### config.mk
export PLATFORM = sky130hd
export DESIGN_NAME = aio_ctrl
export DESIGN_NICKNAME = d
export VERILOG_FILES = /design/src/hdl/aio_pkg.sv /design/src/hdl/aio_param_mem.sv /design/src/hdl/aio_ctrl.sv
export SDC_FILE = /design/constraint.sdc
export NUM_CORES = 1
export LEC_CHECK = 0
export CAP_MARGIN = 10
export CORE_MARGIN = 4
export CORE_UTILIZATION = 49
export CTS_CLUSTER_DIAMETER = 60
export CTS_CLUSTER_SIZE = 12
export DETAILED_ROUTE_END_ITERATION = 12
export DONT_BUFFER_PORTS = 1
export PLACE_DENSITY = 0.66
export SYNTH_ARGS = -nofsm -noshare
export SYNTH_HDL_FRONTEND = slang
export SYNTH_HIERARCHICAL = 1
export SYNTH_SLANG_ARGS = --single-unit
export TNS_END_PERCENT = 10
### constraint.sdc
create_clock -name sys_clk -period 1.8 [get_ports sys_clk]
set_clock_uncertainty 0.05 [all_clocks]
set_input_delay 0.54 -clock sys_clk [delete_from_list [all_inputs] [get_ports sys_clk]]
set_output_delay 0.54 -clock sys_clk [all_outputs]
set_load 0.02 [all_outputs]
### src/hdl/aio_pkg.sv
// package: parameter map, process-image layout and carrier types of the analog i/o control block
package aio_pkg;

    // ========================================================================
    // parameter set layout (byte offsets)
    localparam int unsigned        AIO_PAR_BYTES      = 12;
    localparam logic [3:0]         AIO_PAR_DIAG_WB    = 4'h0;
    localparam logic [3:0]         AIO_PAR_STOP_REACT = 4'h1;
    localparam logic [3:0]         AIO_PAR_FN_CH0     = 4'h2;
    localparam logic [3:0]         AIO_PAR_FN_CH3     = 4'h5;
    localparam logic [3:0]         AIO_PAR_RATE_CH0   = 4'h6;
    localparam logic [3:0]         AIO_PAR_RATE_CH1   = 4'h7;
    localparam logic [3:0]         AIO_PAR_SUB2_HI    = 4'h8;
    localparam logic [3:0]         AIO_PAR_SUB2_LO    = 4'h9;
    localparam logic [3:0]         AIO_PAR_SUB3_HI    = 4'hA;
    localparam logic [3:0]         AIO_PAR_SUB3_LO    = 4'hB;

    // ========================================================================
    // field positions
    localparam int unsigned        AIO_BIT_WB_CH0     = 0;
    localparam int unsigned        AIO_BIT_WB_CH1     = 1;
    localparam int unsigned        AIO_BIT_DIAG_IRQ   = 6;
    localparam int unsigned        AIO_BIT_HOLD_CH2   = 2;
    localparam int unsigned        AIO_BIT_HOLD_CH3   = 3;

    // ========================================================================
    // reset values (byte 0 in the top byte of the image)
    localparam logic [7:0]         AIO_RST_DIAG_WB    = 8'h00;
    localparam logic [7:0]         AIO_RST_STOP_REACT = 8'h00;
    localparam logic [7:0]         AIO_RST_FN_IN      = 8'h28;
    localparam logic [7:0]         AIO_RST_FN_OUT     = 8'h09;
    localparam logic [7:0]         AIO_RST_RATE       = 8'h00;
    localparam logic [7:0]         AIO_RST_SUB        = 8'h00;
    localparam logic [95:0]        AIO_PAR_RESET_IMAGE = {
        AIO_RST_DIAG_WB, AIO_RST_STOP_REACT, AIO_RST_FN_IN, AIO_RST_FN_IN,
        AIO_RST_FN_OUT, AIO_RST_FN_OUT, AIO_RST_RATE, AIO_RST_RATE,
        AIO_RST_SUB, AIO_RST_SUB, AIO_RST_SUB, AIO_RST_SUB};

    // writable bits per byte; reserved bits are stored as zero
    localparam logic [7:0]         AIO_MASK_DIAG_WB   = 8'h43;
    localparam logic [7:0]         AIO_MASK_STOP      = 8'h0C;
    localparam logic [7:0]         AIO_MASK_RATE      = 8'h0F;
    localparam logic [7:0]         AIO_MASK_FULL      = 8'hFF;
    localparam logic [95:0]        AIO_PAR_MASK_IMAGE = {
        AIO_MASK_DIAG_WB, AIO_MASK_STOP, AIO_MASK_FULL, AIO_MASK_FULL,
        AIO_MASK_FULL, AIO_MASK_FULL, AIO_MASK_RATE, AIO_MASK_RATE,
        AIO_MASK_FULL, AIO_MASK_FULL, AIO_MASK_FULL, AIO_MASK_FULL};

    // ========================================================================
    // function codes
    localparam logic [7:0]         AIO_FN_KEEP        = 8'h00;
    localparam logic [7:0]         AIO_FN_OFF         = 8'hFF;
    localparam logic [7:0]         AIO_FN_I_4_20MA    = 8'h2E;
    localparam logic [7:0]         AIO_FN_MULTIWIRE   = 8'h50;

    // ========================================================================
    // process image and diagnostic record sizes
    localparam logic [1:0]         AIO_DIAG_REC_LAST  = 2'h3;
    localparam logic [7:0]         AIO_BYTE_ZERO      = 8'h00;
    localparam logic [15:0]        AIO_WORD_ZERO      = 16'h0000;

    // ========================================================================
    // carriers
    typedef struct packed {
        logic       en;
        logic [3:0] addr;
        logic [7:0] data;
    } aio_byte_wr_t;

    typedef struct packed {
        logic        valid;
        logic [15:0] data;
    } aio_sample_t;

endpackage

### src/hdl/aio_param_mem.sv
// retained parameter store: twelve bytes, one write port, registered read port
`timescale 1ns/1ps
`default_nettype none
module aio_param_mem (
    // clock and reset
    input  wire logic        sys_clk,
    input  wire logic        reset_n,
    // write port
    input  wire logic        wr_en,
    input  wire logic [3:0]  wr_addr,
    input  wire logic [7:0]  wr_data,
    // read port
    input  wire logic [3:0]  rd_addr,
    output logic      [7:0]  rd_data,
    // whole set, byte 0 in the top byte
    output logic      [95:0] image
);
    import aio_pkg::*;

    logic [7:0] mem_q [AIO_PAR_BYTES];
    logic [7:0] mem_d [AIO_PAR_BYTES];
    logic [7:0] rd_d;

    // ========================================================================
    // storage, one entry per byte
    genvar gi;
    generate
        for (gi = 0; gi < AIO_PAR_BYTES; gi++) begin : g_entry
            always_comb begin
                mem_d[gi] = mem_q[gi];
                if (wr_en && wr_addr == 4'(gi)) begin
                    mem_d[gi] = wr_data;
                end
            end
            always_ff @(posedge sys_clk or negedge reset_n) begin
                if (!reset_n) begin
                    mem_q[gi] <= AIO_PAR_RESET_IMAGE[95-8*gi -: 8];
                end else begin
                    mem_q[gi] <= mem_d[gi];
                end
            end
            assign image[95-8*gi -: 8] = mem_q[gi];
        end
    endgenerate

    // ========================================================================
    // read port; unmapped bytes read zero
    always_comb begin
        rd_d = AIO_BYTE_ZERO;
        if (rd_addr < 4'(AIO_PAR_BYTES)) begin
            rd_d = mem_q[rd_addr];
        end
    end

    always_ff @(posedge sys_clk or negedge reset_n) begin
        if (!reset_n) begin
            rd_data <= AIO_BYTE_ZERO;
        end else begin
            rd_data <= rd_d;
        end
    end

endmodule // aio_param_mem
`default_nettype wire

### src/hdl/aio_ctrl.sv
// analog i/o control: parameter handling, process image mapping, stop reaction, diagnostics
`timescale 1ns/1ps
`default_nettype none
// Function
// [RL1] inputs appear as 16-bit words, high byte first, channel 0 then 1
// [RL2] controller writes output words high byte first, channel 2 then 3
// [RL3] three/four-wire mode uses channel 0 only; channel 1 reads zero
// [RL4] twelve-byte parameter set held in retained storage
// [RL5] byte 0 bits 0/1 enable wire-break detection per input, default off
// [RL6] byte 0 bit 6 gates diagnostic interrupt, default inhibited
// [RL7] at stop each output drives replacement (0) or holds last value (1)
// [RL8] bytes 8-11 hold replacement words high byte first, default zero
// [RL9] bytes 2-5 hold function codes; inputs default 28h, outputs 09h
// [RL10] bytes 6 and 7 select input conversion rates, default zero
// [RL11] code FFh turns a channel off: no measurement, no error
// [RL12] sum-fault indicator lit on any channel error or diagnostic entry
// [RL13] controller loads E500h or F000h for zero output at stop
// [RL14] parameters rewritable while running; diagnostics readable at runtime
// [RL15] wire break only in 4-20 mA range, flagged and recorded
// [RL16] enabled interrupt on error announces four-byte diagnostic record 0
// [RL17] rate field is bits 3..0, codes 0..7; bits 7..4 reserved
// [RL18] function code 00h leaves the stored code unchanged
// [RL19] reserved parameter bits are ignored and read back zero
module aio_ctrl (
    // clock and reset
    input  wire logic                        sys_clk,
    input  wire logic                        reset_n,
    // parameter access from the controller
    input  wire aio_pkg::aio_byte_wr_t       par_wr,
    input  wire logic [3:0]                  par_rd_addr,
    output logic      [7:0]                  par_rd_data,
    // retained store restore and image
    input  wire aio_pkg::aio_byte_wr_t       nv_load,
    output logic      [95:0]                 par_image,
    output logic                             par_changed,
    // process image: outputs written, inputs read
    input  wire aio_pkg::aio_byte_wr_t       out_wr,
    input  wire logic [1:0]                  in_rd_addr,
    output logic      [7:0]                  in_rd_data,
    // diagnostics
    input  wire logic [1:0]                  diag_rd_addr,
    output logic      [7:0]                  diag_rd_data,
    input  wire logic                        diag_clear,
    output logic                             diag_irq,
    // controller run state
    input  wire logic                        cpu_stop,
    // converter side
    input  wire aio_pkg::aio_sample_t [1:0]  adc_sample,
    input  wire logic [1:0]                  wire_break_pin,
    output logic      [3:0]                  conv_rate_ch0,
    output logic      [3:0]                  conv_rate_ch1,
    output logic      [3:0]                  ch_active,
    output logic      [15:0]                 dac_value_ch2,
    output logic      [15:0]                 dac_value_ch3,
    // front panel
    output logic                             sum_fault_indicator
);
    import aio_pkg::*;

    function automatic logic [7:0] par_byte(input logic [95:0] img, input int unsigned idx);
        par_byte = img[95-8*idx -: 8];
    endfunction

    // ========================================================================
    // parameter write path
    aio_byte_wr_t wr_sel;
    logic         mem_wr_en;
    logic [7:0]   mem_wr_data;
    logic         fn_keep;
    logic [95:0]  img;
    logic         changed_d;
    logic         changed_q;

    always_comb begin
        // a restore from retained storage outranks a controller write
        wr_sel      = nv_load.en ? nv_load : par_wr; // [RL4] [RL14]
        fn_keep     = (wr_sel.addr >= AIO_PAR_FN_CH0) && (wr_sel.addr <= AIO_PAR_FN_CH3)
                      && (wr_sel.data == AIO_FN_KEEP); // [RL18]
        mem_wr_en   = wr_sel.en && (wr_sel.addr < 4'(AIO_PAR_BYTES)) && !fn_keep;
        mem_wr_data = AIO_BYTE_ZERO;
        if (wr_sel.addr < 4'(AIO_PAR_BYTES)) begin
            mem_wr_data = wr_sel.data & par_byte(AIO_PAR_MASK_IMAGE, 32'(wr_sel.addr)); // [RL19]
        end
        changed_d   = mem_wr_en;
    end

    always_ff @(posedge sys_clk or negedge reset_n) begin
        if (!reset_n) begin
            changed_q <= 1'b0;
        end else begin
            changed_q <= changed_d;
        end
    end

    aio_param_mem u_param_mem (
        .sys_clk (sys_clk),
        .reset_n (reset_n),
        .wr_en   (mem_wr_en),
        .wr_addr (wr_sel.addr),
        .wr_data (mem_wr_data),
        .rd_addr (par_rd_addr),
        .rd_data (par_rd_data),
        .image   (img)
    ); // [RL4] [RL9] [RL8] [RL10]

    assign par_image   = img;
    assign par_changed = changed_q;

    // ========================================================================
    // decoded parameter fields
    logic [7:0]  fn_code [4];
    logic [3:0]  chan_on;
    logic        multiwire;
    logic [1:0]  wb_enable;
    logic        irq_enable;
    logic [1:0]  hold_last;
    logic [15:0] sub_word [2];
    logic [7:0]  cfg_b [2];
    logic [7:0]  rate_b [2];

    always_comb begin
        for (int c = 0; c < 4; c++) begin
            fn_code[c] = par_byte(img, 32'(AIO_PAR_FN_CH0) + 32'(c));
            chan_on[c] = (fn_code[c] != AIO_FN_OFF); // [RL11]
        end
        multiwire  = chan_on[0] && (fn_code[0] == AIO_FN_MULTIWIRE); // [RL3]
        cfg_b[0]   = par_byte(img, 32'(AIO_PAR_DIAG_WB));
        cfg_b[1]   = par_byte(img, 32'(AIO_PAR_STOP_REACT));
        rate_b[0]  = par_byte(img, 32'(AIO_PAR_RATE_CH0));
        rate_b[1]  = par_byte(img, 32'(AIO_PAR_RATE_CH1));
        wb_enable  = {cfg_b[0][AIO_BIT_WB_CH1], cfg_b[0][AIO_BIT_WB_CH0]}; // [RL5]
        irq_enable = cfg_b[0][AIO_BIT_DIAG_IRQ]; // [RL6]
        hold_last  = {cfg_b[1][AIO_BIT_HOLD_CH3], cfg_b[1][AIO_BIT_HOLD_CH2]}; // [RL7]
        sub_word[0] = {par_byte(img, 32'(AIO_PAR_SUB2_HI)), par_byte(img, 32'(AIO_PAR_SUB2_LO))}; // [RL8]
        sub_word[1] = {par_byte(img, 32'(AIO_PAR_SUB3_HI)), par_byte(img, 32'(AIO_PAR_SUB3_LO))}; // [RL8]
    end

    // rate field passed on unchanged in its four bits; upper nibble never stored
    assign conv_rate_ch0 = rate_b[0][3:0]; // [RL10] [RL17]
    assign conv_rate_ch1 = rate_b[1][3:0]; // [RL10] [RL17]
    assign ch_active     = {chan_on[3], chan_on[2], chan_on[1] && !multiwire, chan_on[0]};

    // ========================================================================
    // input process image
    logic [15:0] in_word_q [2];
    logic [15:0] in_word_d [2];
    logic [7:0]  in_rd_d;
    logic [7:0]  in_rd_q;
    logic [1:0]  in_used;

    assign in_used = {chan_on[1] && !multiwire, chan_on[0]}; // [RL3] [RL11]

    genvar gi;
    generate
        for (gi = 0; gi < 2; gi++) begin : g_in
            always_comb begin
                in_word_d[gi] = in_word_q[gi];
                if (!in_used[gi]) begin
                    in_word_d[gi] = AIO_WORD_ZERO; // [RL3] [RL11]
                end else if (adc_sample[gi].valid) begin
                    in_word_d[gi] = adc_sample[gi].data;
                end
            end
            always_ff @(posedge sys_clk or negedge reset_n) begin
                if (!reset_n) begin
                    in_word_q[gi] <= AIO_WORD_ZERO;
                end else begin
                    in_word_q[gi] <= in_word_d[gi];
                end
            end
        end
    endgenerate

    always_comb begin
        case (in_rd_addr)
            2'h0:    in_rd_d = in_word_q[0][15:8]; // [RL1]
            2'h1:    in_rd_d = in_word_q[0][7:0];
            2'h2:    in_rd_d = in_word_q[1][15:8];
            2'h3:    in_rd_d = in_word_q[1][7:0];
            default: in_rd_d = AIO_BYTE_ZERO;
        endcase
    end

    always_ff @(posedge sys_clk or negedge reset_n) begin
        if (!reset_n) begin
            in_rd_q <= AIO_BYTE_ZERO;
        end else begin
            in_rd_q <= in_rd_d;
        end
    end

    assign in_rd_data = in_rd_q;

    // ========================================================================
    // output process image and stop reaction
    logic [15:0] out_word_q [2];
    logic [15:0] out_word_d [2];
    logic [1:0]  out_seen_q;
    logic [1:0]  out_seen_d;
    logic [15:0] dac_q [2];
    logic [15:0] dac_d [2];

    generate
        for (gi = 0; gi < 2; gi++) begin : g_out
            always_comb begin
                out_word_d[gi] = out_word_q[gi];
                out_seen_d[gi] = out_seen_q[gi];
                // byte 2*ch is the high byte, 2*ch+1 the low byte
                if (out_wr.en && out_wr.addr[3:2] == 2'h0 && out_wr.addr[1] == 1'(gi)) begin
                    if (!out_wr.addr[0]) begin
                        out_word_d[gi][15:8] = out_wr.data; // [RL2]
                    end else begin
                        out_word_d[gi][7:0] = out_wr.data; // [RL2]
                    end
                    out_seen_d[gi] = 1'b1;
                end
                // until the controller has written, a reset leaves the replacement value
                if (!chan_on[gi+2]) begin
                    dac_d[gi] = AIO_WORD_ZERO; // [RL11]
                end else if (cpu_stop) begin
                    dac_d[gi] = hold_last[gi] ? dac_q[gi] : sub_word[gi]; // [RL7]
                end else begin
                    dac_d[gi] = out_seen_q[gi] ? out_word_q[gi] : sub_word[gi];
                end
            end
            always_ff @(posedge sys_clk or negedge reset_n) begin
                if (!reset_n) begin
                    out_word_q[gi] <= AIO_WORD_ZERO;
                    out_seen_q[gi] <= 1'b0;
                    dac_q[gi]      <= AIO_WORD_ZERO;
                end else begin
                    out_word_q[gi] <= out_word_d[gi];
                    out_seen_q[gi] <= out_seen_d[gi];
                    dac_q[gi]      <= dac_d[gi];
                end
            end
        end
    endgenerate

    assign dac_value_ch2 = dac_q[0];
    assign dac_value_ch3 = dac_q[1];

    // ========================================================================
    // wire-break detection and diagnostics
    logic [1:0] wb_meta_q;
    logic [1:0] wb_sync_q;
    logic [1:0] wb_event;
    logic [1:0] wb_flag_q;
    logic [1:0] wb_flag_d;
    logic       irq_d;
    logic       irq_q;
    logic [7:0] diag_rd_d;
    logic [7:0] diag_rd_q;
    logic       fault_any;

    always_comb begin
        for (int c = 0; c < 2; c++) begin
            // only the 4-20 mA range can see a break; an off channel never errs
            wb_event[c] = wb_sync_q[c] && wb_enable[c] && in_used[c]
                          && (fn_code[c] == AIO_FN_I_4_20MA); // [RL15] [RL5] [RL11]
            // a new break wins over a clear in the same cycle
            wb_flag_d[c] = wb_event[c] || (wb_flag_q[c] && !diag_clear);
        end
        fault_any = |wb_flag_q;
        irq_d     = irq_enable && |(wb_event & ~wb_flag_q); // [RL6] [RL16]
        case (diag_rd_addr)
            2'h0:    diag_rd_d = {5'h00, fault_any, 1'b0, fault_any};
            2'h1:    diag_rd_d = AIO_BYTE_ZERO;
            2'h2:    diag_rd_d = {6'h00, wb_flag_q}; // [RL14] [RL16]
            default: diag_rd_d = AIO_BYTE_ZERO;
        endcase
    end

    always_ff @(posedge sys_clk or negedge reset_n) begin
        if (!reset_n) begin
            wb_meta_q <= 2'h0;
            wb_sync_q <= 2'h0;
            wb_flag_q <= 2'h0;
            irq_q     <= 1'b0;
            diag_rd_q <= AIO_BYTE_ZERO;
        end else begin
            wb_meta_q <= wire_break_pin;
            wb_sync_q <= wb_meta_q;
            wb_flag_q <= wb_flag_d;
            irq_q     <= irq_d;
            diag_rd_q <= diag_rd_d;
        end
    end

    assign diag_irq            = irq_q; // [RL16]
    assign diag_rd_data        = diag_rd_q;
    assign sum_fault_indicator = fault_any; // [RL12]

endmodule // aio_ctrl
`default_nettype wire

# Yosys cells after proc, flatten, opt, wreduce, memory -nomap -nowiden
# Cells that the tools add are included.
dict set report totals {
  ff_bits 226
  output_inout_bits 167
  wordCells 135
}
dict set report classes {
  n_shift 1
  bitwise_logic 6
  n_addsub 1
  n_mux 20
  magnitude_cmp 5
  n_reduce_logical 46
  eq_ne 26
}
# operator count
set ops {}
lappend ops {{$mux 16} 12}
lappend ops {{$shiftx 103x33->8 const A} 1}
lappend ops {{$bmux 8 s4} 1}
lappend ops {{$mux 8} 4}
lappend ops {{$ne 8x8->1 const B} 4}
lappend ops {{$pmux 8 s4} 1}
lappend ops {{$logic_and 1x1->1} 30}
lappend ops {{$eq 4x3->1 const B} 4}
lappend ops {{$eq 4x4->1 const B} 4}
lappend ops {{$eq 8x6->1 const B} 2}
lappend ops {{$mux 13} 1}
lappend ops {{$and 8x8->8} 1}
lappend ops {{$eq 4x2->1 const B} 2}
lappend ops {{$eq 8x7->1 const B} 1}
lappend ops {{$logic_not 8->1} 1}
lappend ops {{$lt 4x4->1 const B} 2}
lappend ops {{$reduce_and 2->1} 4}
lappend ops {{$sub 7x7->8 const A} 1}
lappend ops {{$eq 2x2->1 const B} 3}
lappend ops {{$logic_not 2->1} 3}
lappend ops {{$ne 3x3->1 const B} 2}
lappend ops {{$pmux 3 s2} 1}
lappend ops {{$ge 5x5->1 const B} 1}
lappend ops {{$not 4->5} 1}
lappend ops {{12 further kinds} 18}

# Depth between registers and ports, before layout
# Gate-level depths: netlist (run 1).
dict set report depth {
  depth_word 9
  mapped_depth 11
}

# Cells and area by module
# Netlist (run 1), hierarchy kept.
# module seq_area_each_um2 n_inst cells_each area_each_um2
set by_module_without_submodules {}
lappend by_module_without_submodules {aio_ctrl 2927.8 1 454 5486.5}
lappend by_module_without_submodules {aio_param_mem 2612.5 1 288 4729.5}

# Worst setup path after synthesis (run 1)
# No wires, ideal clock.
dict set report synth_path {
  path_kind {in2reg}
  startpoint {input port nv_load[12] (netlist name)}
  endpoint {register u_param_mem.mem_q (netlist bit u_param_mem/image[64])}
  arrival_time_ps 3125
  cell_stages 11
  path_slack_ps -1500
  setup_ps 125
  path_cell_list {buf_6 mux2i_1 inv_1 ha_1 nor2_1 o31ai_1 o21ai_0 nor3b_4 nor2b_1 buf_4 mux2_2}
}
# item line_no
set synth_rtl {}
lappend synth_rtl {{start: declaration} aio_ctrl.sv:33} ;# input wire aio_pkg::aio_byte_wr_t nv_load,
lappend synth_rtl {{end signal: indexed assignment} aio_param_mem.sv:37} ;# mem_q[gi] <= AIO_PAR_RESET_IMAGE[95-8*gi -: 8];
lappend synth_rtl {{end signal: indexed assignment} aio_param_mem.sv:39} ;# mem_q[gi] <= mem_d[gi];
lappend synth_rtl {{end: declaration} aio_param_mem.sv:20} ;# logic [7:0] mem_q [AIO_PAR_BYTES];

# Worst setup path after layout (run 1)
dict set report layout_path {
  startpoint {register u_param_mem.mem_q (netlist bit u_param_mem/image[75])}
  endpoint {output port ch_active[0]}
}
dict set report layout_between {
  elab_chain_cells 1
}
# item line_no
set layout_rtl {}
lappend layout_rtl {{$ne 8x8->1} aio_ctrl.sv:124} ;# chan_on[c] = (fn_code[c] != AIO_FN_OFF);
lappend layout_rtl {{end: declaration} aio_ctrl.sv:52} ;# output logic [3:0] ch_active,
# Every way passes these cells.

==> impl_metrics.json, run 1 <==
{
  "top_layer": "met4",
  "ir_drop_mv": 0.8924,
  "crit_fanout": 2,
  "slew_violations": 0,
  "synth-edff-count": 0,
  "ys_seq_elements": 221,
  "routed_wl_mm": 28.86,
  "final_area_um2": 12510,
  "r2r_end": "diag_irq",
  "finalPower_mw": 16.38,
  "antenna_found_initial": 0,
  "die_h_um": 152.4,
  "synthesis.yosys.warnings": 6,
  "arrival_ps": 1810,
  "cpPeakStageDelay_ps": 560,
  "fill_cells": 1502,
  "grt_max_degree": 222,
  "yosys.cell_types.count": 56,
  "cts_tree": "yes",
  "layout-drive-gt1-share": 0.4196,
  "synth.avg_cell_area_um2": 13.77,
  "place_area_um2": 11420,
  "fp.coreArea_um2": 20360,
  "p_per_area_nw_per_um2": 1309,
  "ff2ff_path_depth": 6,
  "nets": 951,
  "crit_family": "flip-flops",
  "drt-met1-wl_mm": 11.39,
  "ff2ff_setup_slack_ps": -190,
  "whs_ps": -315.7,
  "fin_ws_ps": -600.8,
  "path_depth": 6,
  "wl_met3_mm": 2.754,
  "path_buf_inv": 4,
  "diodes": 0,
  "ys.flop_type": "dfrtp_1",
  "cp_cell_sequence": "buf_6 > nand4_1 > nor2_1 > buf_4 > inv_4 > buf_6",
  "timing.critical_path.mode_cell": "buf_6",
  "setup_viol": 106,
  "cts_buffer_depth": 3,
  "yosysTopAreaCellShare": 0.5217,
  "track_usage": 0.2432,
  "drtIter0Drc": 367,
  "vias": 6739,
  "viasPerCell": 5.875,
  "relSlewSlack": 0.5711,
  "crit_required_ps": 1210,
  "cts_root_buf": "clkbuf_16",
  "rows": 52,
  "period_minus_slack_ps": 2401,
  "tns_ps": -21330,
  "io_buffers": 0,
  "synth_largest_area_cell": "dfrtp_1",
  "startpoint": "u_param_mem/image[75]",
  "power_leakage_nw": 5.901,
  "dr.pass1.iters": 4,
  "gp_congestion": 0.9163,
  "crit_slowest_cell": "dfstp_2",
  "clkSlewWorstSetupHoldPaths_ps": 60,
  "cts_sinks": 221,
  "wl_met2_mm": 14.02,
  "ant_nets": 0,
  "endpoint": "ch_active[0]",
  "floorplan.io_pins": 254,
  "die-area_um2": 23220,
  "synth_cells": 742,
  "avgRoutedWirePerCell_um": 25.16,
  "grt_pass1_vias": 7215,
  "cts_made_buffers": 23,
  "h-tree-depth": 1,
  "start_kind": "register",
  "syn2layout_area_growth_pct": 22.44,
  "dp_slack_ps": -912.5,
  "cp-end-kind": "output pin",
  "max_freq_mhz": 416.5,
  "die_w_um": 152.4,
  "grt_pass1_wl_mm": 44.53,
  "initial_utilization": 0.5017,
  "place_hpwl_mm": 21.24,
  "synthArstFlopShare": 1.000,
  "failed_checks": "hold timing, setup timing",
  "worstHoldPathType": "in -> async",
  "rsz0062_at_grt": "yes",
  "clk-insertion-delay-late_ps": 520,
  "hold_violations": 213,
  "ys_seq_area_frac": 0.5423,
  "grt_overflow": 0,
  "fin_util": 0.6142,
  "synthesis.area_um2": 10220,
  "drc_errors": 0,
  "maxCapViolCount": 0,
  "min_period_over_period": 1.334,
  "worst_pin_slew_ps": 642.0,
  "ys_top_cells_by_area": "dfrtp_1 52%, mux2_2 12%, mux2i_1 7.2%",
  "outcome": "complete, but fails checks",
  "r2r_start": "u_param_mem/image[75]",
  "setup.worst_path.class": "reg -> out"
}
[final cells by class]
class | count | area [µm²] | share of cell area
flip-flops and latches | 221 | 5540 | 0.4429
multi-input cells | 452 | 4563 | 0.3648
repair buffers | 144 | 1281 | 0.1024
clock buffers | 37 | 628.1 | 0.05022
well taps | 270 | 337.8 | 0.02701
clock inverters | 5 | 82.58 | 0.006602
inverters | 18 | 75.07 | 0.006002
[cell families (layout without fill, tap and decap cells)]
group	after synthesis	after routing	share of synthesized area
compound gates	66	66	0.04507
fa+ha+maj	4	4	0.004899
buf+inv	73	204	0.04140
flops	221	221	0.5423
mux	236	236	0.2944
other cells	1	5	0.0003671
simple gates	141	141	0.07152
[state kept, by name, indices dropped and copies added (netlist names), 3 cells and up]
signal / cells
dac_value_ch3: 16
out_word_q: 32
u_param_mem/rd_data: 8
in_rd_data: 8
dac_value_ch2: 16
u_param_mem/image: 96
in_word_q: 32
diag_rd_data: 3
[stage by stage]
step / hold slack [ps] / std cells
after global placement: 199.8 / 1095
after CTS: -344.1 / 1143
after global routing: -345.1 / 1147
after floorplan: 194.4 / 746
after detailed placement: 200.1 / 1095
final: -315.7 / 1147
[what timing repair did]
item,in CTS,in global routing
buffers inserted,5,4
hold endpoints to repair,222,216
gates cloned,0,0
gates resized for setup,50,25
pin swaps,11,9
hold buffers,1,1
endpoints found under the setup margin,105,111
[metal layers]
layer / track usage / vias to the layer above
li1: - / 2910
met1: 0.3137 / 3494
met2: 0.4007 / 292
met3: 0.08265 / 43
met4: 0.05736 / 0
met5: 0 / -
[power breakdown]
part	internal, mW	leakage [nW]	switching (mW)
combinational	2.13	2.76	2.21
clock	2.68	0.341	1.93
sequential	6.11	2.80	1.33
total	10.9	5.90	5.46
[worst min-delay path by stage]
stage	depth (start not counted)	slack [ps]	start	endpoint
after floorplan	0	190	reset_n	dac_value_ch2[0]
final	0	-320	reset_n	in_word_q[28]
after global placement	0	200	reset_n	in_word_q[27]
after CTS	0	-340	reset_n	dac_value_ch3[13]
after detailed placement	0	200	reset_n	in_word_q[28]
after global routing	0	-350	reset_n	in_word_q[28]
[synth_stat cells (all sizes together), types with 5 or more instances]
master,instances
dfstp,8
dfrtp,213
mux4,32
o21ai,15
mux2,129
nor2b,5
clkbuf,13
a211oi,34
nor4,6
a22oi,8
mux2i,75
buf,42
inv,18
nand2,8
nand4,9
nor2,89
[placed cells by master, fill, tap and decap left out, types with 3 or more instances in the layout]
| master | Yosys | routed |
|---|---|---|
| dfrtp_1 | 213 | 213 |
| buf_4 | 19 | 119 |
| nor2_1 | 83 | 79 |
| mux2i_1 | 73 | 72 |
| mux2_2 | 105 | 67 |
| mux2_4 | 16 | 54 |
| a211oi_1 | 33 | 33 |
| mux4_2 | 30 | 30 |
| clkbuf_16 | 0 | 23 |
| clkbuf_1 | 13 | 14 |
| inv_1 | 17 | 13 |
| buf_12 | 1 | 12 |
| buf_6 | 6 | 10 |
| nand4_1 | 9 | 9 |
| nor2_4 | 0 | 8 |
| o21ai_0 | 10 | 8 |
| mux2_1 | 8 | 8 |
| a22oi_1 | 8 | 8 |
| dfstp_2 | 8 | 8 |
| nand2_1 | 6 | 6 |
| o21ai_1 | 4 | 5 |
| nor4_1 | 6 | 5 |
| conb_1 | 1 | 5 |
| nand2b_1 | 4 | 4 |
| nand3b_4 | 2 | 4 |
| mux2i_4 | 1 | 3 |
| inv_4 | 0 | 3 |
| a21oi_1 | 3 | 3 |
Note: power is estimated with default switching activity, not from simulation.
==> run 2: changes to the inputs <==
Settings changed: SYNTH_HIERARCHICAL 1 to not set.
==> run 2 against run 1 <==
  * The flow still finishes with violations (hold timing, setup timing)
  * Cell area grew 0.38%
  * Die area shrank 0.90%
  * Fmax grew 7.2%
  * Non-clock buffer count grew 15
  * Cell count grew 2.7%
  * Via count grew 1.1%
  * Combinational power shrank 8.3%
  * Sequential power shrank 3.2%
  * Total power shrank 5.2%
  * Register-to-register slack gained 270 ps
  * Utilization grew 0.43 points
  * Largest cell class unchanged
==> impl_metrics.json, run 2 <==
{
  "dr.pass1.iters": 4,
  "synthesis.area_um2": 10120,
  "io_buffers": 0,
  "grt_max_degree": 222,
  "die-area_um2": 23010,
  "crit_fanout": 3,
  "clkSlewWorstSetupHoldPaths_ps": 60,
  "ys_top_cells_by_count": "213 x dfrtp_1, 109 x mux2_2, 80 x nor2_1, 79 x mux2i_1, 33 x a211oi_1",
  "crit_slowest_cell": "dfstp_2",
  "dp_slack_ps": -937.1,
  "ant_nets": 0,
  "ys.flop_type": "dfrtp_1",
  "place_area_um2": 11430,
  "cts_tree": "yes",
  "r2r_start": "u_param_mem.image[77]",
  "die_h_um": 151.7,
  "power_leakage_nw": 5.827,
  "layout-drive-gt1-share": 0.4273,
  "grt_pass1_vias": 7247,
  "yosysTopAreaCellShare": 0.5268,
  "relSlewSlack": 0.6358,
  "viasPerCell": 5.785,
  "clk-insertion-delay-late_ps": 510,
  "nets": 992,
  "cp_cell_sequence": "nand4_1 > o21ai_2 > inv_1 > buf_6",
  "setup_viol": 75,
  "ys_top_cells_by_area": "dfrtp_1 53%, mux2_2 12%, mux2i_1 7.8%",
  "vias": 6815,
  "ys_seq_elements": 221,
  "whs_ps": -314.6,
  "initial_utilization": 0.4985,
  "h-tree-depth": 1,
  "synth_cells": 768,
  "finalPower_mw": 15.53,
  "die_w_um": 151.7,
  "maxCapViolCount": 0,
  "cts_sinks": 221,
  "track_usage": 0.2440,
  "p_per_area_nw_per_um2": 1237,
  "path_buf_inv": 2,
  "diodes": 0,
  "start_kind": "register",
  "grt_overflow": 0,
  "cts_buffer_depth": 3,
  "fin_ws_ps": -440.0,
  "crit_required_ps": 1210,
  "worstHoldPathType": "in -> async",
  "worst_pin_slew_ps": 546.3,
  "rsz0062_at_grt": "yes",
  "hold_buffers": 2,
  "fin_util": 0.6185,
  "grt_pass1_wl_mm": 42.80,
  "largest_reg_flops": 96,
  "slew_violations": 0,
  "crit_family": "flip-flops",
  "min_period_over_period": 1.244,
  "final_common_cell": "dfrtp_1",
  "final_area_um2": 12560,
  "drt-met1-wl_mm": 10.81,
  "stdcell_count": 1178,
  "cpPeakStageDelay_ps": 550,
  "period_minus_slack_ps": 2240,
  "layout_common_cells": "213 x dfrtp_1, 116 x buf_4, 100 x mux2_2",
  "cp-end-kind": "output pin",
  "tns_ps": -13800,
  "fp.coreArea_um2": 20300,
  "synth-edff-count": 0,
  "place_hpwl_mm": 21.34,
  "synth_largest_area_cell": "dfrtp_1",
  "yosys.cell_types.count": 48,
  "failed_checks": "hold timing, setup timing",
  "setup.worst_path.class": "reg -> out",
  "outcome": "complete, but fails checks",
  "cts_root_buf": "clkbuf_16",
  "max_freq_mhz": 446.4,
  "r2r_end": "diag_irq",
  "drc_errors": 0,
  "ys_seq_area_frac": 0.5475,
  "avgRoutedWirePerCell_um": 24.55,
  "synthesis.yosys.warnings": 0,
  "ir_drop_mv": 0.6696,
  "synth.avg_cell_area_um2": 13.18,
  "top_layer": "met4",
  "gp_congestion": 0.8690,
  "placedCellCount": 1135,
  "routed_wl_mm": 28.92,
  "drtIter0Drc": 393,
  "arrival_ps": 1650,
  "hold_violations": 215,
  "wl_met2_mm": 14.55,
  "ff2ff_path_depth": 5,
  "synthArstFlopShare": 1.000,
  "antenna_found_initial": 0,
  "cts_made_buffers": 23,
  "floorplan.io_pins": 254,
  "yosysMostFrequentCell": "dfrtp_1",
  "ff2ff_setup_slack_ps": 80,
  "rows": 52,
  "syn2layout_area_growth_pct": 24.09,
  "wl_met3_mm": 2.787
}
run 2: worst max-delay path by stage:
stage	start	to	slack (ps)	cells past startpoint
2_1_floorplan	nv_load[12]	u_param_mem.image[65]	-1140	9
3_3_place_gp	nv_load[12]	u_param_mem.image[70]	-760	7
3_5_place_dp	nv_load[12]	u_param_mem.image[79]	-940	7
4_1_cts	u_param_mem.image[51]	ch_active[3]	-430	5
5_1_grt	u_param_mem.image[73]	ch_active[1]	-520	5
6_report	u_param_mem.image[69]	ch_active[1]	-440	4
run 2: timing repair:
item,4_1_cts,5_1_grt
setup buffers,5,7
resized for setup,51,43
endpoints found under the setup margin,103,109
pin swaps,16,10
endpoints found under the hold margin,223,221
run 2: kinds of logic (layout without fill, tap and decap cells):
logic type | Yosys count | count (layout) | share of synthesized area
other | 1 | 5 | 0.0003706
and+or+nand+nor | 160 | 160 | 0.07395
adders and majority gates | 5 | 5 | 0.006183
buffers and inverters | 75 | 211 | 0.03438
AOI/OAI and AO/OA | 75 | 75 | 0.05268
muxes | 231 | 231 | 0.2849
DFF | 221 | 221 | 0.5475
run 2: layout make-up:
type / instances / area [µm²]
fill: 1569 / 7744
sequential: 221 / 5540
multi-input combinational: 476 / 4526
timing repair buffer: 159 / 1418
clock buffer: 29 / 608.1
tap: 270 / 337.8
inverter: 19 / 73.82
clock inverter: 4 / 52.55
run 2: layer usage:
layer  global-route usage  vias to the layer above
met4              0.07098                        0
met2               0.4189                      275
met1               0.3027                     3459
met3              0.06782                       50
li1                     -                     3031
met5                    0                        -
run 2: power breakdown:
group	leakage (nW)	switching, mW	total, mW	internal, mW
Combinational	2.70	2.03	3.97	1.93
Sequential	2.80	1.18	7.20	6.02
Clock	0.324	1.86	4.37	2.50
Total	5.83	5.08	15.5	10.5
==> run 3: changes to the inputs <==
Settings changed: MAX_ROUTING_LAYER set to met4.
==> run 3 against run 2 <==
  * The run still ends with hold timing, setup timing left
  * First-iteration DRC count rose by 27%
  * Register-to-register slack about the same
  * Flip-flop and latch count is the same
  * Sequential share of layout area barely moved
  * Cell count stayed put
  * Die area is the same
  * Critical path type unchanged
  * Highest routed layer unchanged
==> impl_metrics.json, run 3 (synthesis results as in run 2) <==
{
  "outcome": "complete, but fails checks",
  "failed_checks": "hold timing, setup timing",
  "cts_made_buffers": 23,
  "die_h_um": 151.7,
  "routed_wl_mm": 28.85,
  "max_freq_mhz": 449.0,
  "die-area_um2": 23010,
  "power_leakage_nw": 5.826,
  "avgRoutedWirePerCell_um": 24.49,
  "dp_slack_ps": -937.1,
  "final_area_um2": 12550,
  "cp-end-kind": "output pin",
  "dr.pass1.iters": 6,
  "cts_buffer_depth": 3,
  "place_area_um2": 11430,
  "slew_violations": 0,
  "hold_buffers": 2,
  "fill_cells": 1568,
  "maxCapViolCount": 0,
  "arrival_ps": 1640,
  "io_buffers": 0,
  "multi_input_area_um2": 4526,
  "ir_drop_mv": 0.6717,
  "place_hpwl_mm": 21.34,
  "fin_util": 0.6183,
  "ff2ff_path_depth": 5,
  "hold_violations": 213,
  "start_kind": "register",
  "grt_pass1_vias": 7239,
  "drc_errors": 0,
  "p_per_area_nw_per_um2": 1236,
  "rows": 52,
  "diodes": 0,
  "cts_sinks": 221,
  "cts_root_buf": "clkbuf_16",
  "period_minus_slack_ps": 2227,
  "cp_cell_sequence": "nand4_1 > o21ai_2 > inv_1 > buf_6",
  "syn2layout_area_growth_pct": 24.05,
  "finalPower_mw": 15.51,
  "min_period_over_period": 1.237,
  "grt_overflow": 0,
  "fp.coreArea_um2": 20300,
  "floorplan.io_pins": 254,
  "relSlewSlack": 0.5221,
  "cpPeakStageDelay_ps": 550,
  "nets": 992,
  "largest_reg_flops": 96,
  "tns_ps": -14160,
  "setup.worst_path.class": "reg -> out",
  "die_w_um": 151.7,
  "layout_common_cells": "213 x dfrtp_1, 117 x buf_4, 100 x mux2_2",
  "crit_required_ps": 1210,
  "final_common_cell": "dfrtp_1",
  "vias": 6831,
  "placedCellCount": 1135,
  "grt_max_degree": 222,
  "gp_congestion": 0.8832,
  "crit_slowest_cell": "dfstp_2",
  "crit_fanout": 3,
  "drtIter0Drc": 499,
  "antenna_found_initial": 0,
  "whs_ps": -313.2,
  "clk-insertion-delay-late_ps": 510,
  "h-tree-depth": 1,
  "cts_tree": "yes",
  "layout-drive-gt1-share": 0.4273,
  "fin_ws_ps": -427.3,
  "ant_nets": 0,
  "stdcell_count": 1178,
  "rsz0062_at_grt": "yes",
  "worst_pin_slew_ps": 716.9,
  "viasPerCell": 5.799,
  "grt_pass1_wl_mm": 42.81,
  "clkSlewWorstSetupHoldPaths_ps": 60,
  "track_usage": 0.2510,
  "worstHoldPathType": "in -> async",
  "regArea_um2": 5540,
  "initial_utilization": 0.4985,
  "setup_viol": 75
}
[run 3: changes by cell type in the layout (fill, tap and decap cells not counted)]
cell	previous run	this run
buf_6	33	32
buf_4	116	117
[run 3: per-layer routing]
layer	wire, µm	GRT usage	up-vias
met5	0	-	-
met4	722	0.07098	0
met2	14500	0.4184	264
li1	-	-	3037
met3	2596	0.06811	50
met1	11030	0.3029	3480
[run 3: critical path, delay by kind of cell (launching register included)]
| family | cells | cell delay (ps) |
|---|---|---|
| AOI/OAI and AO/OA | 1 | 210 |
| buffers and inverters | 2 | 200 |
| and+or+nand+nor | 1 | 170 |
| DFF | 1 | 550 |
[run 3: path summary, 6_finish.rpt]
path                                       startpoint               endpoint  slack [ps]
worst max-delay path            u_param_mem.image[69]           ch_active[1]        -430
worst min-delay path                          reset_n          in_word_q[18]        -310
worst max register to register  u_param_mem.image[77]               diag_irq          80
worst min register to register           wb_meta_q[0]           wb_sync_q[0]         300
max in group asynchronous                     reset_n  u_param_mem.image[53]        1400
min in group sys_clk                  diag_rd_addr[1]        diag_rd_data[2]          50
[run 3: timing repair]
action	CTS	global route
hold endpoints to repair	223	221
setup endpoints to repair	103	109
pin swaps	16	10
buffers inserted	5	7
gates resized for setup	51	42
[run 3: area by class of cell]
cell class,count,area share
well taps,270,0.02691
repair buffers,159,0.1126
clock inverters,4,0.004187
inverters,19,0.005881
clock buffers,29,0.04845
flip-flops and latches,221,0.4414
multi-input cells,476,0.3605
[run 3: power breakdown]
| part | internal [mW] | switching, mW | total [mW] | leakage [nW] |
|---|---|---|---|---|
| logic | 1.93 | 2.03 | 3.96 | 2.70 |
| clock network | 2.50 | 1.85 | 4.35 | 0.324 |
| registers | 6.02 | 1.18 | 7.20 | 2.80 |
